**src/hdl/irq_enable_pkg.sv**
```systemverilog
// package for the interrupt enable logic: bit positions, reset values, carriers
// assumes one core clock and a synchronous reset shared with the core
package irq_enable_pkg;
  localparam int unsigned ENABLE_WIDTH = 8;
  localparam int unsigned SOURCE_COUNT = 6;
  // bit positions inside interrupt_enable
  localparam int unsigned BIT_EXT0 = 0;
  localparam int unsigned BIT_TIMER0 = 1;
  localparam int unsigned BIT_EXT1 = 2;
  localparam int unsigned BIT_TIMER1 = 3;
  localparam int unsigned BIT_SERIAL = 4;
  localparam int unsigned BIT_TIMER2 = 5;
  localparam int unsigned BIT_RESERVED = 6;
  localparam int unsigned BIT_GLOBAL = 7;
  // value after reset and mask of implemented bits
  localparam logic [7:0] ENABLE_RESET = 8'h00;
  localparam logic [7:0] ENABLE_IMPL_MASK = 8'hBF;
  // machine cycle: 6 states of 2 phases = 12 core clocks
  localparam int unsigned CYCLE_TICKS = 12;
  localparam logic [3:0] TICK_S2P2 = 4'h3;
  localparam logic [3:0] TICK_S5P2 = 4'h9;
  localparam logic [3:0] TICK_LAST = 4'hB;
  localparam logic [3:0] TICK_RESET = 4'h0;

  // raw events from the peripherals
  typedef struct packed {
    logic timer0_overflow;
    logic timer1_overflow;
    logic timer2_overflow;
    logic timer2_external;
    logic spi_done;
    logic uart_flag;
  } event_type;

  // software actions on flags
  typedef struct packed {
    logic timer0_clear;
    logic timer1_clear;
    logic timer2_overflow_clear;
    logic timer2_external_clear;
    logic spi_status_read;
    logic spi_data_access;
  } flag_ctrl_type;

  // requests in vector order ext0, timer0, ext1, timer1, serial, timer2
  typedef struct packed {
    logic timer2;
    logic serial;
    logic timer1;
    logic ext1;
    logic timer0;
    logic ext0;
  } request_type;
endpackage : irq_enable_pkg

```
**src/hdl/interrupt_enable_logic.sv**
```systemverilog
// interrupt enable logic: source flags, per-source and global gating, requests
// assumes core-domain peripheral events and write strobes; pins are asynchronous
`timescale 1ns/1ps
module interrupt_enable_logic (
  // clock and reset
  input wire logic core_clk,
  input wire logic srst,
  // external pins, active low
  input wire logic ext_irq_pin_zero_n,
  input wire logic ext_irq_pin_one_n,
  // enable register port
  input wire logic enable_write,
  input wire logic [7:0] enable_wdata,
  input wire logic spi_irq_enable,
  // peripheral events and software flag actions
  input wire irq_enable_pkg::event_type events,
  input wire irq_enable_pkg::flag_ctrl_type flag_ctrl,
  input wire logic vector_taken,
  // outputs
  output logic [7:0] interrupt_enable,
  output irq_enable_pkg::request_type requests,
  output logic timer2_overflow_flag,
  output logic timer2_external_flag,
  output logic spi_done_flag,
  output logic sample_strobe
);
  import irq_enable_pkg::*;

  logic [1:0] pin0_sync;
  logic [1:0] pin1_sync;
  logic [3:0] tick;
  logic timer0_overflow_flag;
  logic timer1_overflow_flag;
  logic timer0_pending;
  logic timer1_pending;
  logic timer0_seen;
  logic timer1_seen;
  logic timer2_seen;
  logic spi_status_armed;
  logic uart_flag;
  request_type next_requests;

  // pin synchronisers
  always_ff @(posedge core_clk) begin
    if (srst) begin
      pin0_sync <= 2'h3;
      pin1_sync <= 2'h3;
    end else begin
      pin0_sync <= {pin0_sync[0], ext_irq_pin_zero_n};
      pin1_sync <= {pin1_sync[0], ext_irq_pin_one_n};
    end
  end

  // machine cycle state and phase counter
  always_ff @(posedge core_clk) begin
    if (srst) begin
      tick <= TICK_RESET;
    end else if (tick == TICK_LAST) begin
      tick <= TICK_RESET;
    end else begin
      tick <= tick + 4'h1;
    end
  end

  // enable register, reserved bit kept at zero
  always_ff @(posedge core_clk) begin
    if (srst) begin
      interrupt_enable <= ENABLE_RESET;
    end else if (enable_write) begin
      interrupt_enable <= enable_wdata & ENABLE_IMPL_MASK;
    end
  end

  // timer0/1 overflows latched until s5p2, set wins over clear
  always_ff @(posedge core_clk) begin
    if (srst) begin
      timer0_pending <= 1'b0;
      timer1_pending <= 1'b0;
      timer0_overflow_flag <= 1'b0;
      timer1_overflow_flag <= 1'b0;
    end else begin
      timer0_pending <= (timer0_pending | events.timer0_overflow) & (tick != TICK_S5P2);
      timer1_pending <= (timer1_pending | events.timer1_overflow) & (tick != TICK_S5P2);
      if (tick == TICK_S5P2 && (timer0_pending || events.timer0_overflow)) begin
        timer0_overflow_flag <= 1'b1;
      end else if (flag_ctrl.timer0_clear || vector_taken && requests.timer0) begin
        timer0_overflow_flag <= 1'b0;
      end
      if (tick == TICK_S5P2 && (timer1_pending || events.timer1_overflow)) begin
        timer1_overflow_flag <= 1'b1;
      end else if (flag_ctrl.timer1_clear || vector_taken && requests.timer1) begin
        timer1_overflow_flag <= 1'b0;
      end
    end
  end

  // timer2 flags: set on the event in any phase, cleared only by software
  always_ff @(posedge core_clk) begin
    if (srst) begin
      timer2_overflow_flag <= 1'b0;
      timer2_external_flag <= 1'b0;
    end else begin
      if (events.timer2_overflow) begin
        timer2_overflow_flag <= 1'b1;
      end else if (flag_ctrl.timer2_overflow_clear) begin
        timer2_overflow_flag <= 1'b0;
      end
      if (events.timer2_external) begin
        timer2_external_flag <= 1'b1;
      end else if (flag_ctrl.timer2_external_clear) begin
        timer2_external_flag <= 1'b0;
      end
    end
  end

  // spi done flag with status-read then data-access clear; uart flag
  always_ff @(posedge core_clk) begin
    if (srst) begin
      spi_done_flag <= 1'b0;
      spi_status_armed <= 1'b0;
      uart_flag <= 1'b0;
    end else begin
      uart_flag <= events.uart_flag;
      if (events.spi_done) begin
        spi_done_flag <= 1'b1;
        spi_status_armed <= 1'b0;
      end else if (spi_status_armed && flag_ctrl.spi_data_access) begin
        spi_done_flag <= 1'b0;
        spi_status_armed <= 1'b0;
      end else if (flag_ctrl.spi_status_read && spi_done_flag) begin
        spi_status_armed <= 1'b1;
      end
    end
  end

  // sampling points: timer0/1 one clock after the s5p2 set, timer2 one clock after s2p2, both in the same machine cycle
  always_ff @(posedge core_clk) begin
    if (srst) begin
      timer0_seen <= 1'b0;
      timer1_seen <= 1'b0;
      timer2_seen <= 1'b0;
    end else begin
      if (tick == TICK_S5P2 + 4'h1) begin
        timer0_seen <= timer0_overflow_flag;
        timer1_seen <= timer1_overflow_flag;
      end
      if (tick == TICK_S2P2 + 4'h1) begin
        timer2_seen <= timer2_overflow_flag | timer2_external_flag;
      end else if (!(timer2_overflow_flag | timer2_external_flag)) begin
        timer2_seen <= 1'b0;
      end
    end
  end

  // gating of every source by its enable and the global enable
  always_comb begin
    next_requests = '0;
    if (interrupt_enable[BIT_GLOBAL]) begin
      next_requests.ext0 = interrupt_enable[BIT_EXT0] & ~pin0_sync[1];
      next_requests.ext1 = interrupt_enable[BIT_EXT1] & ~pin1_sync[1];
      next_requests.timer0 = interrupt_enable[BIT_TIMER0] & timer0_seen & timer0_overflow_flag;
      next_requests.timer1 = interrupt_enable[BIT_TIMER1] & timer1_seen & timer1_overflow_flag;
      next_requests.timer2 = interrupt_enable[BIT_TIMER2] & timer2_seen;
      next_requests.serial = interrupt_enable[BIT_SERIAL] &
                             ((spi_done_flag & spi_irq_enable) | uart_flag);
    end
  end

  // registered requests and sample strobe
  always_ff @(posedge core_clk) begin
    if (srst) begin
      requests <= '0;
      sample_strobe <= 1'b0;
    end else begin
      requests <= next_requests;
      sample_strobe <= (tick == TICK_S5P2 + 4'h1);
    end
  end

  // register, gating and flag assertions
  a_reserved_bit_zero: assert property (@(posedge core_clk) disable iff (srst)
    interrupt_enable[BIT_RESERVED] == 1'b0) else $error("reserved enable bit set");
  a_global_blocks_all: assert property (@(posedge core_clk) disable iff (srst)
    !$past(interrupt_enable[BIT_GLOBAL]) |-> requests == '0) else $error("request with global off");
  a_enable_write_stores: assert property (@(posedge core_clk) disable iff (srst)
    enable_write |=> interrupt_enable == ($past(enable_wdata) & 8'hBF)) else $error("enable write lost");
  a_timer2_no_hw_clear: assert property (@(posedge core_clk) disable iff (srst)
    timer2_overflow_flag && !flag_ctrl.timer2_overflow_clear |=> timer2_overflow_flag)
    else $error("timer2 flag cleared by hardware");
  a_timer0_set_s5p2: assert property (@(posedge core_clk) disable iff (srst)
    $rose(timer0_overflow_flag) |-> $past(tick) == TICK_S5P2) else $error("timer0 flag off phase");
  a_spi_clear_order: assert property (@(posedge core_clk) disable iff (srst)
    $fell(spi_done_flag) |-> $past(spi_status_armed)) else $error("spi flag cleared early");
  a_serial_needs_enable: assert property (@(posedge core_clk) disable iff (srst)
    requests.serial |-> $past(interrupt_enable[BIT_SERIAL])) else $error("serial without enable");
  a_timer2_or: assert property (@(posedge core_clk) disable iff (srst)
    requests.timer2 |-> $past(timer2_overflow_flag || timer2_external_flag, 2)) else $error("timer2 no cause");
  a_ext0_held: assert property (@(posedge core_clk) disable iff (srst)
    interrupt_enable[BIT_GLOBAL] && interrupt_enable[BIT_EXT0] && !pin0_sync[1] && !enable_write
    |=> requests.ext0) else $error("ext0 request dropped");
  a_timer2_same_cycle: assert property (@(posedge core_clk) disable iff (srst)
    events.timer2_overflow && tick == TICK_S2P2 && interrupt_enable == 8'hA0 && !enable_write
    ##1 !flag_ctrl.timer2_overflow_clear |-> ##2 requests.timer2) else $error("timer2 sampled late");

  // timer1 flag only rises at s5p2
  a_timer1_set_s5p2: assert property (@(posedge core_clk) disable iff (srst)
    $rose(timer1_overflow_flag) |-> $past(tick) == TICK_S5P2) else $error("timer1 flag off phase");

  // timer0 sample taken in the cycle after the flag was set
  a_timer0_sampled_late: assert property (@(posedge core_clk) disable iff (srst)
    $rose(timer0_seen) |-> $past(tick) == TICK_S5P2 + 4'h1) else $error("timer0 sampled off phase");

  // timer1 sample taken in the cycle after the flag was set
  a_timer1_sampled_late: assert property (@(posedge core_clk) disable iff (srst)
    $rose(timer1_seen) |-> $past(tick) == TICK_S5P2 + 4'h1) else $error("timer1 sampled off phase");

  // timer2 sample taken right after s2p2
  a_timer2_sample_point: assert property (@(posedge core_clk) disable iff (srst)
    $rose(timer2_seen) |-> $past(tick) == TICK_S2P2 + 4'h1) else $error("timer2 sampled off phase");

  // timer2 external flag survives everything but a software clear
  a_timer2_ext_kept: assert property (@(posedge core_clk) disable iff (srst)
    timer2_external_flag && !flag_ctrl.timer2_external_clear |=> timer2_external_flag)
    else $error("timer2 external flag cleared by hardware");

  // external event sets its timer2 flag
  a_timer2_ext_sets: assert property (@(posedge core_clk) disable iff (srst)
    events.timer2_external |=> timer2_external_flag) else $error("timer2 external flag not set");

  // finished spi byte sets the done flag
  a_spi_done_sets: assert property (@(posedge core_clk) disable iff (srst)
    events.spi_done |=> spi_done_flag) else $error("spi done flag not set");

  // clear sequence is armed only while the flag stands
  a_spi_armed_flag: assert property (@(posedge core_clk) disable iff (srst)
    spi_status_armed |-> spi_done_flag) else $error("spi clear armed without flag");

  // serial line without uart cause needs spi enable and done flag
  a_serial_spi_gate: assert property (@(posedge core_clk) disable iff (srst)
    requests.serial && !$past(uart_flag) |-> $past(spi_irq_enable && spi_done_flag))
    else $error("serial request without spi cause");

  // uart cause reaches the shared serial line
  a_uart_to_serial: assert property (@(posedge core_clk) disable iff (srst)
    interrupt_enable[BIT_GLOBAL] && interrupt_enable[BIT_SERIAL] && uart_flag && !enable_write
    |=> requests.serial) else $error("uart request lost");

  // a cleared own enable blocks its source
  a_timer0_off_blocks: assert property (@(posedge core_clk) disable iff (srst)
    !$past(interrupt_enable[BIT_TIMER0]) |-> !requests.timer0) else $error("timer0 without enable");

  // one sample strobe per machine cycle
  a_strobe_spacing: assert property (@(posedge core_clk) disable iff (srst)
    sample_strobe |=> !sample_strobe [*8]) else $error("sample strobe too often");

  // timer2 request stands while sampled cause and enables stand
  a_timer2_held: assert property (@(posedge core_clk) disable iff (srst)
    interrupt_enable[BIT_GLOBAL] && interrupt_enable[BIT_TIMER2] && timer2_seen && !enable_write
    |=> requests.timer2) else $error("timer2 request dropped");

  // ext1 request stands while pin and enables stand
  a_ext1_held: assert property (@(posedge core_clk) disable iff (srst)
    interrupt_enable[BIT_GLOBAL] && interrupt_enable[BIT_EXT1] && !pin1_sync[1] && !enable_write
    |=> requests.ext1) else $error("ext1 request dropped");

  // machine cycle counter stays inside its twelve states
  a_tick_in_range: assert property (@(posedge core_clk) disable iff (srst)
    tick <= TICK_LAST) else $error("machine cycle counter out of range");

  // main scenarios
  c_timer0_request: cover property (@(posedge core_clk) disable iff (srst) $rose(requests.timer0));

  c_ext0_request: cover property (@(posedge core_clk) disable iff (srst) $rose(requests.ext0));
  c_timer2_request: cover property (@(posedge core_clk) disable iff (srst) $rose(requests.timer2));
  c_spi_clear: cover property (@(posedge core_clk) disable iff (srst) $fell(spi_done_flag));
  c_serial_request: cover property (@(posedge core_clk) disable iff (srst) $rose(requests.serial));
endmodule : interrupt_enable_logic

```
**config.mk**
```make
export PLATFORM = sky130hd
export DESIGN_NAME = interrupt_enable_logic
export DESIGN_NICKNAME = d
export VERILOG_FILES = /design/src/hdl/irq_enable_pkg.sv /design/src/hdl/interrupt_enable_logic.sv
export SDC_FILE = /design/constraint.sdc
export NUM_CORES = 1
export LEC_CHECK = 0
export BUFFER_PORTS_ARGS = -buffer_cell sky130_fd_sc_hd__buf_2
export CAP_MARGIN = 20
export CORE_ASPECT_RATIO = 1.4
export CORE_UTILIZATION = 43
export DETAILED_ROUTE_END_ITERATION = 10
export PLACE_DENSITY = 0.8
export SKIP_CTS_REPAIR_TIMING = 1
export SYNTH_ARGS = -nofsm -noshare
export SYNTH_HDL_FRONTEND = slang
export SYNTH_SLANG_ARGS = --single-unit
```
**constraint.sdc**
```tcl
create_clock -name core_clk -period 1.3 [get_ports core_clk]
set_clock_uncertainty 0.2 [all_clocks]
set_input_delay 0.26 -clock core_clk [delete_from_list [all_inputs] [get_ports core_clk]]
set_output_delay 0.26 -clock core_clk [all_outputs]
set_load 0.005 [all_outputs]
```
==> results of run 1 <==
## kinds of logic (layout without fill, tap and decap cells)
kind of cell               count (synthesis)  count (layout)  share of synthesized area [%]
buffers and inverters                     10              77                          3.745
other                                      1               1                         0.3034
AOI/OAI and AO/OA                         14              14                          6.680
adders and majority gates                  4               4                          4.049
and+or+nand+nor                           52              52                          22.77
DFF                                       34              34                          55.06
muxes                                      9               9                          7.389
## power breakdown
group          internal (mW)  switching (mW)  leakage [nW]
Sequential              1.09          0.0302         0.283
Combinational          0.142          0.0945         0.473
Clock                  0.262           0.335        0.0353
## placed cells by master (no fill, tap or decap), types with 2 or more instances in the layout
master | Yosys | routed
inv_2 | 0 | 2
and2_1 | 2 | 2
dfxtp_2 | 0 | 11
or2_1 | 4 | 4
nand3b_1 | 3 | 3
a21oi_2 | 2 | 2
nor2_1 | 19 | 19
mux2i_1 | 8 | 8
buf_6 | 0 | 3
nand3_1 | 4 | 4
dlygate4sd3_1 | 0 | 13
a31oi_1 | 2 | 2
buf_4 | 1 | 9
inv_1 | 5 | 3
nor3_1 | 2 | 2
buf_2 | 4 | 39
nor3_2 | 2 | 2
o21ai_2 | 0 | 2
a21oi_1 | 7 | 7
ha_1 | 4 | 2
nor3b_1 | 3 | 3
ha_2 | 0 | 2
dfxtp_1 | 34 | 22
clkbuf_4 | 0 | 5
nand2_1 | 7 | 7
## sequential cells by signal (all words and copies together) (netlist names)
signal and cells:
timer1_pending 1, timer1_seen 1, timer0_overflow_flag 1, pin0_sync 2, timer0_pending 1, timer0_seen 1, sample_strobe 1, timer2_external_flag 1
uart_flag 1, pin1_sync 2, timer1_overflow_flag 1, requests 6, timer2_seen 1, tick 4, interrupt_enable 7, timer2_overflow_flag 1
spi_done_flag 1, spi_status_armed 1
## final cells by class
| cell class | instances | area share, % |
|---|---|---|
| clock buffer | 7 | 3.110 |
| clock inverter | 1 | 0.2827 |
| inverter | 5 | 1.060 |
| multi-input combinational | 80 | 29.47 |
| sequential | 34 | 39.43 |
| tap | 36 | 2.544 |
| timing repair buffer | 64 | 24.10 |
## worst paths after layout
kind                                start                           endpoint  slack [ps]  cells past startpoint
setup / recovery       tick[1]$_SDFF_PP0_  timer0_overflow_flag$_SDFFE_PP0P_          30                      5
hold / removal               flag_ctrl[5]  timer0_overflow_flag$_SDFFE_PP0P_           1                      3
setup reg to reg       tick[1]$_SDFF_PP0_  timer0_overflow_flag$_SDFFE_PP0P_          30                      5
hold reg to reg   pin1_sync[1]$_SDFF_PP1_             requests[2]$_SDFF_PP0_         210                      1
## routing by layer
layer	up-vias	track usage, %	routed length (µm)
li1	543	-	-
met1	500	16.61	1008
met2	26	30.82	1492
met3	9	6.593	106
met4	0	11.07	74
met5	-	0	0
## critical path: cells and delay by family (launching register included)
| family | cells | cell delay (ps) |
|---|---|---|
| compound gates | 2 | 140 |
| fa+ha+maj | 1 | 170 |
| buf+inv | 1 | 50 |
| flops | 1 | 350 |
| simple gates | 1 | 260 |
## stage by stage
| step | cell area (µm²) | power [mW] |
|---|---|---|
| after detailed placement | 1486 | 1.307 |
| after global routing | 1770 | 2.045 |
| final | 1770 | 1.949 |
| after global placement | 1486 | 1.293 |
| after floorplan | 1236 | 1.224 |
| after CTS | 1546 | 1.902 |
==> results.yml, run 1 <==
timing:
  setup_violations: 0
  post-route-min-period_ps: 1269
  rsz0062_at_grt: "yes"
  tns_ps: 0
  hold_slack_ps: 1.013
  fmax_mhz: 788.2
  slew_violations: 0
  hold_viol: 0
  setup_slack_ps: 31.30
  finalCritPeriodShare_pct: 97.59
cells_and_area:
  area_delta_synth_final_pct: 43.22
  multi_input_area_um2: 521.8
  utilization_pct: 66.31
  drive_above_1_share_pct: 43.98
  ff_latch_area_um2: 698.2
  nets: 221
  layout.cells.non_filler: 227
  n_fill_cell: 237
  diodes: 0
route:
  drc: 0
  drt_iter0_markers: 9
  routed_wl_um: 2681
  detail_route.first_pass.iterations: 4
  routed_via_density: 4.749
  wl_per_cell_um: 11.81
  drtAntennaViolNets: 0
  num_vias: 1078
power_and_ir_drop:
  leakage_nw: 0.7906
  p_per_area_nw_per_um2: 1101
  vdd_drop_max_mv: 0.8298
clocking:
  cts.clk_slew.worst_paths_ps: 100
  root_buffer: "clkbuf_4"
  htreeDepth: 2
  clk_path_buf_depth: 2
  cts_tree: "yes"
  clock-sinks: 34
  clock_latency_ps: 330
  cts_buffers: 5
floorplan:
  design.core.area_um2: 2670
  die_y_um: 65.44
  start_util_pct: 46.30
  dieArea_um2: 3096
  pin_count: 45
  fp.dieW_um: 47.32
  rows: 22
logic_synthesis:
  synth_edf_count: 0
  yosysTopAreaCellShare_pct: 55.06
  async_flop_share_pct: 0
  yosysWarnings: 0
  synth_area_leaders: "dfxtp_1, mux2i_1, nor2_1"
  yosysMostFrequentCell: "dfxtp_1"
  yosysSeqAreaShare_pct: 55.06
  synthFlopType: "dfxtp_1"
  syn_inst: 124
  syn_area_per_cell_um2: 9.969
  synth_top_area_cell: "dfxtp_1"
  ys_ff_latch: 34
  synth_fp_nets: 155
  synth_commonest_cells: "dfxtp_1, nor2_1, mux2i_1"
  netlist_area_um2: 1236
  ys_types: 28
place:
  gp_congestion: 0.8051
  dp.cells: 200
  preCtsSetupSlack_ps: -24.44
  dp_hpwl_um: 1797
  port_buffers: 42
setup_path:
  end_kind: "flip-flop"
  worstPathCellList: "inv_2 > ha_1 > and3b_2 > o21ai_2 > a21oi_2"
  path_max_fanout: 4
  critPathArrivalTime_ps: 1300
  critical_path_required_ps: 1330
  path_class: "reg2reg"
  crit_path_top_delay_cell: "dfxtp_2"
  start_kind: "flip-flop"
  critical-path-max-stage-delay_ps: 350
global_routing:
  antenna_found_initial: 0
  grt_pass1_vias: 967
  grt_overflow_total: 0
  grt_max_degree: 16
  grt.total_usage_pct: 17.88
  grt_pass1_wl_um: 3905
run_status:
  status: "finished, final reports clean"
hold_path:
  hold_class: "in2reg"
flow_run:
  drv_cap: 0
No activity file was read; power rests on OpenSTA's default activity.
==> run 2, diff against run 1 <==
Settings changed: CORE_ASPECT_RATIO 1.4 to default.
==> run 2 against run 1 <==
  * The flow now finishes with violations (negative hold slack)
  * Setup slack got worse by 10 ps
  * Count of clock-buffer cells in the layout fell by 1
  * Flip-flop and latch count did not move
  * Design area fell by 0.85%
==> results.yml, run 2 (same netlist as run 1, synthesis figures left out) <==
run_status:
  status: "finished with violations"
  violations: "negative hold slack"
setup_path:
  crit_family: "flip-flops"
  end_kind: "output pin"
  critPathArrivalTime_ps: 820
  path_class: "reg2out"
  path_max_fanout: 3
  start_kind: "flip-flop"
  crit_path_top_delay_cell: "dfxtp_2"
  worstPathCellList: "buf_2"
  worst-path-buf-inv: 1
  critical_path_required_ps: 840
  critical-path-max-stage-delay_ps: 360
clocking:
  htreeDepth: 2
  clk_path_buf_depth: 2
  root_buffer: "clkbuf_4"
  cts_buffers: 5
  clock_latency_ps: 340
  cts.clk_slew.worst_paths_ps: 110
  cts_tree: "yes"
  clock-sinks: 34
global_routing:
  grt_pass1_vias: 941
  antenna_found_initial: 0
  grt_overflow_total: 0
  grt_pass1_wl_um: 3995
  grt.total_usage_pct: 17.10
  grt_max_degree: 14
cells_and_area:
  n_fill_cell: 213
  layout.cells.non_filler: 221
  layout_commonest_cell: "buf_2"
  postLayoutCellArea_um2: 1755
  largest_reg_flops: 7
  diodes: 0
  area_delta_synth_final_pct: 42.00
  final_cell_mix: "buf_2, dfxtp_1, nor2_1, dlygate4sd3_1, dfxtp_2"
  top_regs: "interrupt_enable x7, requests x6, tick x4"
  nets: 220
  utilization_pct: 64.21
  regMostFlops: "interrupt_enable"
  drive_above_1_share_pct: 44.74
timing:
  finalCritPeriodShare_pct: 98.36
  fmax_mhz: 782.1
  hold_viol: 2
  hold_slack_ps: -5.682
  rsz0062_at_grt: "yes"
  setup_slack_ps: 21.35
  slew_violations: 0
  tns_ps: 0
  post-route-min-period_ps: 1279
  setup_violations: 0
power_and_ir_drop:
  p_total_mw: 1.955
  leakage_nw: 0.7854
  vdd_drop_max_mv: 1.008
  p_per_area_nw_per_um2: 1113
route:
  routed_wl_um: 2676
  detail_route.first_pass.iterations: 4
  drt_iter0_markers: 26
  drc: 0
  routed_via_density: 4.774
  wl_per_cell_um: 12.11
  drtAntennaViolNets: 0
  num_vias: 1055
place:
  dp.cells: 197
  preCtsSetupSlack_ps: -71.53
  dpl_cell_area_um2: 1495
  dp_hpwl_um: 1809
  port_buffers: 42
  gp_congestion: 0.8084
floorplan:
  dieArea_um2: 3093
  design.core.area_um2: 2734
  start_util_pct: 45.22
  pin_count: 45
  die_y_um: 55.62
  fp.dieW_um: 55.62
  rows: 19
hold_path:
  hold_class: "in2reg"
flow_run:
  drv_cap: 0
[run 2: cell types whose count changed in the layout (fill, tap and decap cells not counted), sizes merged]
cell and change:
dlygate4sd3 -1, clkbuf -1, clkinvlp +1
[run 2: metal layers]
layer / GRT usage (%) / vias up / routed length (µm) / share of wire [%]
li1: - / 541 / - / -
met1: 17.31 / 481 / 1028 / 38
met2: 30.29 / 28 / 1480 / 55
met3: 5.349 / 5 / 122 / 4.6
met4: 10.71 / 0 / 44 / 1.6
met5: 0 / - / 0 / 0
[run 2: final timing paths]
| path | to | start | cells past startpoint | slack (ps) |
|---|---|---|---|---|
| hold reg to reg | requests[2]$_SDFF_PP0_ | pin1_sync[1]$_SDFF_PP1_ | 1 | 200 |
| setup reg to reg | timer0_seen$_SDFFE_PP0P_ | tick[1]$_SDFF_PP0_ | 5 | 30 |
| setup / recovery | interrupt_enable[3] | interrupt_enable[3]$_SDFFE_PP0P_ | 1 | 20 |
| hold / removal | interrupt_enable[7]$_SDFFE_PP0P_ | enable_wdata[7] | 3 | -6 |
[run 2: cell type report]
type / instances / area [µm²] / share of cell area [%]
tap: 31 / 38.79 / 2.210
multi-input combinational: 80 / 525.5 / 29.94
inverter: 5 / 18.77 / 1.069
clock inverter: 2 / 12.51 / 0.7128
sequential: 34 / 698.2 / 39.77
timing repair buffer: 63 / 410.4 / 23.38
clock buffer: 6 / 51.30 / 2.922
[run 2: power breakdown]
part	leakage, nW	internal (mW)	switching [mW]
registers	0.283	1.09	0.0278
clock network	0.0343	0.260	0.354
logic	0.468	0.133	0.0948
[run 2: tightest hold or removal path, delay by kind of cell]
kind | cells | cell delay [ps]
buffers and inverters | 1 | 80
and+or+nand+nor | 1 | 90
muxes | 1 | 70
==> run 3, diff against run 2 <==
Settings changed: CORE_UTILIZATION 43 to 47, PLACE_DENSITY 0.8 to 0.82.
Clock period 1.3 ns to 1.4 ns, I/O delays scaled along.
==> run 3 against run 2 <==
  * The flow still finishes with violations (negative hold slack)
  * Register-to-register slack better by 60 ps
  * Design area decreased by 6.8%
  * Sequential share of layout area grew 2.1 points
  * Critical path depth unchanged
  * Sequential power shrank 7%
  * Largest cell class unchanged
==> results.yml, run 3 (same netlist as run 1, synthesis figures left out) <==
run_status:
  status: "finished with violations"
  violations: "negative hold slack"
global_routing:
  grt.total_usage_pct: 18.01
  antenna_found_initial: 0
  grt_pass1_wl_um: 3463
  grt_max_degree: 18
  grt_overflow_total: 0
  grt_pass1_vias: 876
setup_path:
  critical_path_required_ps: 920
  path_max_fanout: 4
  crit_family: "flip-flops"
  path_class: "reg2out"
  start_kind: "flip-flop"
  worstPathCellList: "buf_2"
  critPathArrivalTime_ps: 830
  crit_path_top_delay_cell: "dfxtp_1"
  worst-path-buf-inv: 1
  critical-path-max-stage-delay_ps: 380
  end_kind: "output pin"
place:
  port_buffers: 42
  dp.cells: 193
  gp_congestion: 0.7849
  dp_hpwl_um: 1700
power_and_ir_drop:
  p_per_area_nw_per_um2: 1073
  intPower_mw: 1.348
  p_seq_share_pct: 58.9
  p_sw_share_pct: 23.13
  power_switching_mw: 0.4057
  p_clk_share_pct: 31.1
  comb_power_share_pct: 9.9
  vdd_drop_max_mv: 0.8188
  leakage_nw: 0.7406
timing:
  tns_ps: 0
  finalCritPeriodShare_pct: 93.81
  hold_slack_ps: -9.822
  fmax_mhz: 761.4
  post-route-min-period_ps: 1313
  slew_violations: 0
  setup_violations: 0
  hold_viol: 1
  rsz0062_at_grt: "no"
clocking:
  cts.clk_slew.worst_paths_ps: 90
  cts_buffers: 5
  clk_path_buf_depth: 2
  clock_latency_ps: 330
  clock-sinks: 34
  root_buffer: "clkbuf_4"
  cts_tree: "yes"
  htreeDepth: 2
route:
  wl_per_cell_um: 11.31
  drt_iter0_markers: 7
  drtAntennaViolNets: 0
  detail_route.first_pass.iterations: 4
  routed_wl_um: 2387
  routed_via_density: 4.820
  num_vias: 1017
  drc: 0
cells_and_area:
  layout_commonest_cell: "buf_2"
  area_delta_synth_final_pct: 32.29
  layout.cells.non_filler: 211
  final_cell_mix: "buf_2, dfxtp_1, nor2_1, dlygate4sd3_1, mux2i_1"
  nets: 211
  drive_above_1_share_pct: 34.25
  largest_reg_flops: 7
  top_regs: "interrupt_enable x7, requests x6, tick x4"
  diodes: 0
  regMostFlops: "interrupt_enable"
flow_run:
  drv_cap: 0
hold_path:
  hold_class: "in2reg"
floorplan:
  start_util_pct: 49.90
  rows: 18
  design.core.area_um2: 2477
  pin_count: 45
  fp.dieW_um: 53.29
  die_y_um: 53.29
  dieArea_um2: 2839
## run 3: power by group through the flow
stage          Combinational [mW]  Clock [mW]  Sequential (mW)
4_1_cts                     0.154       0.567             1.03
2_1_floorplan              0.0848           0             1.05
3_3_place_gp                0.146           0             1.05
3_5_place_dp                0.153           0             1.05
6_report                    0.174       0.546             1.03
5_1_grt                     0.196       0.609             1.04
## run 3: through the flow
step	total power, mW	area [µm²]	setup slack (ps)	utilization, %
2_1_floorplan	1.136	1236	124.6	-
3_3_place_gp	1.197	1471	97.17	59.39
3_5_place_dp	1.207	1471	57.38	59.39
4_1_cts	1.752	1531	32.42	61.82
5_1_grt	1.843	1635	14.49	66.01
6_report	1.754	1635	86.69	66.01
## run 3: cell type report
| class | count | area, µm² |
|---|---|---|
| clock buffer | 7 | 55.05 |
| sequential | 34 | 684.4 |
| clock inverter | 1 | 5.005 |
| inverter | 5 | 18.77 |
| multi-input combinational | 80 | 509.2 |
| tap | 30 | 37.54 |
| fill | 194 | 842.1 |
| timing repair buffer | 54 | 325.3 |
## run 3: final timing paths
check	cells past startpoint	end	slack, ps	startpoint
worst min register to register	1	requests[0]$_SDFF_PP0_	190	pin0_sync[1]$_SDFF_PP1_
worst min-delay path	3	interrupt_enable[0]$_SDFFE_PP0P_	-10	enable_wdata[0]
worst max register to register	5	timer0_overflow_flag$_SDFFE_PP0P_	90	tick[1]$_SDFF_PP0_
worst max-delay path	1	spi_done_flag	90	spi_done_flag$_SDFFE_PP0P_
## run 3: per-layer routing
layer	global-route usage [%]	vias up	routed length [µm]
met5	0	-	0
met4	16.67	0	123
met3	6.034	12	113
met2	28.33	32	1134
met1	18.49	453	1015
li1	-	520	-
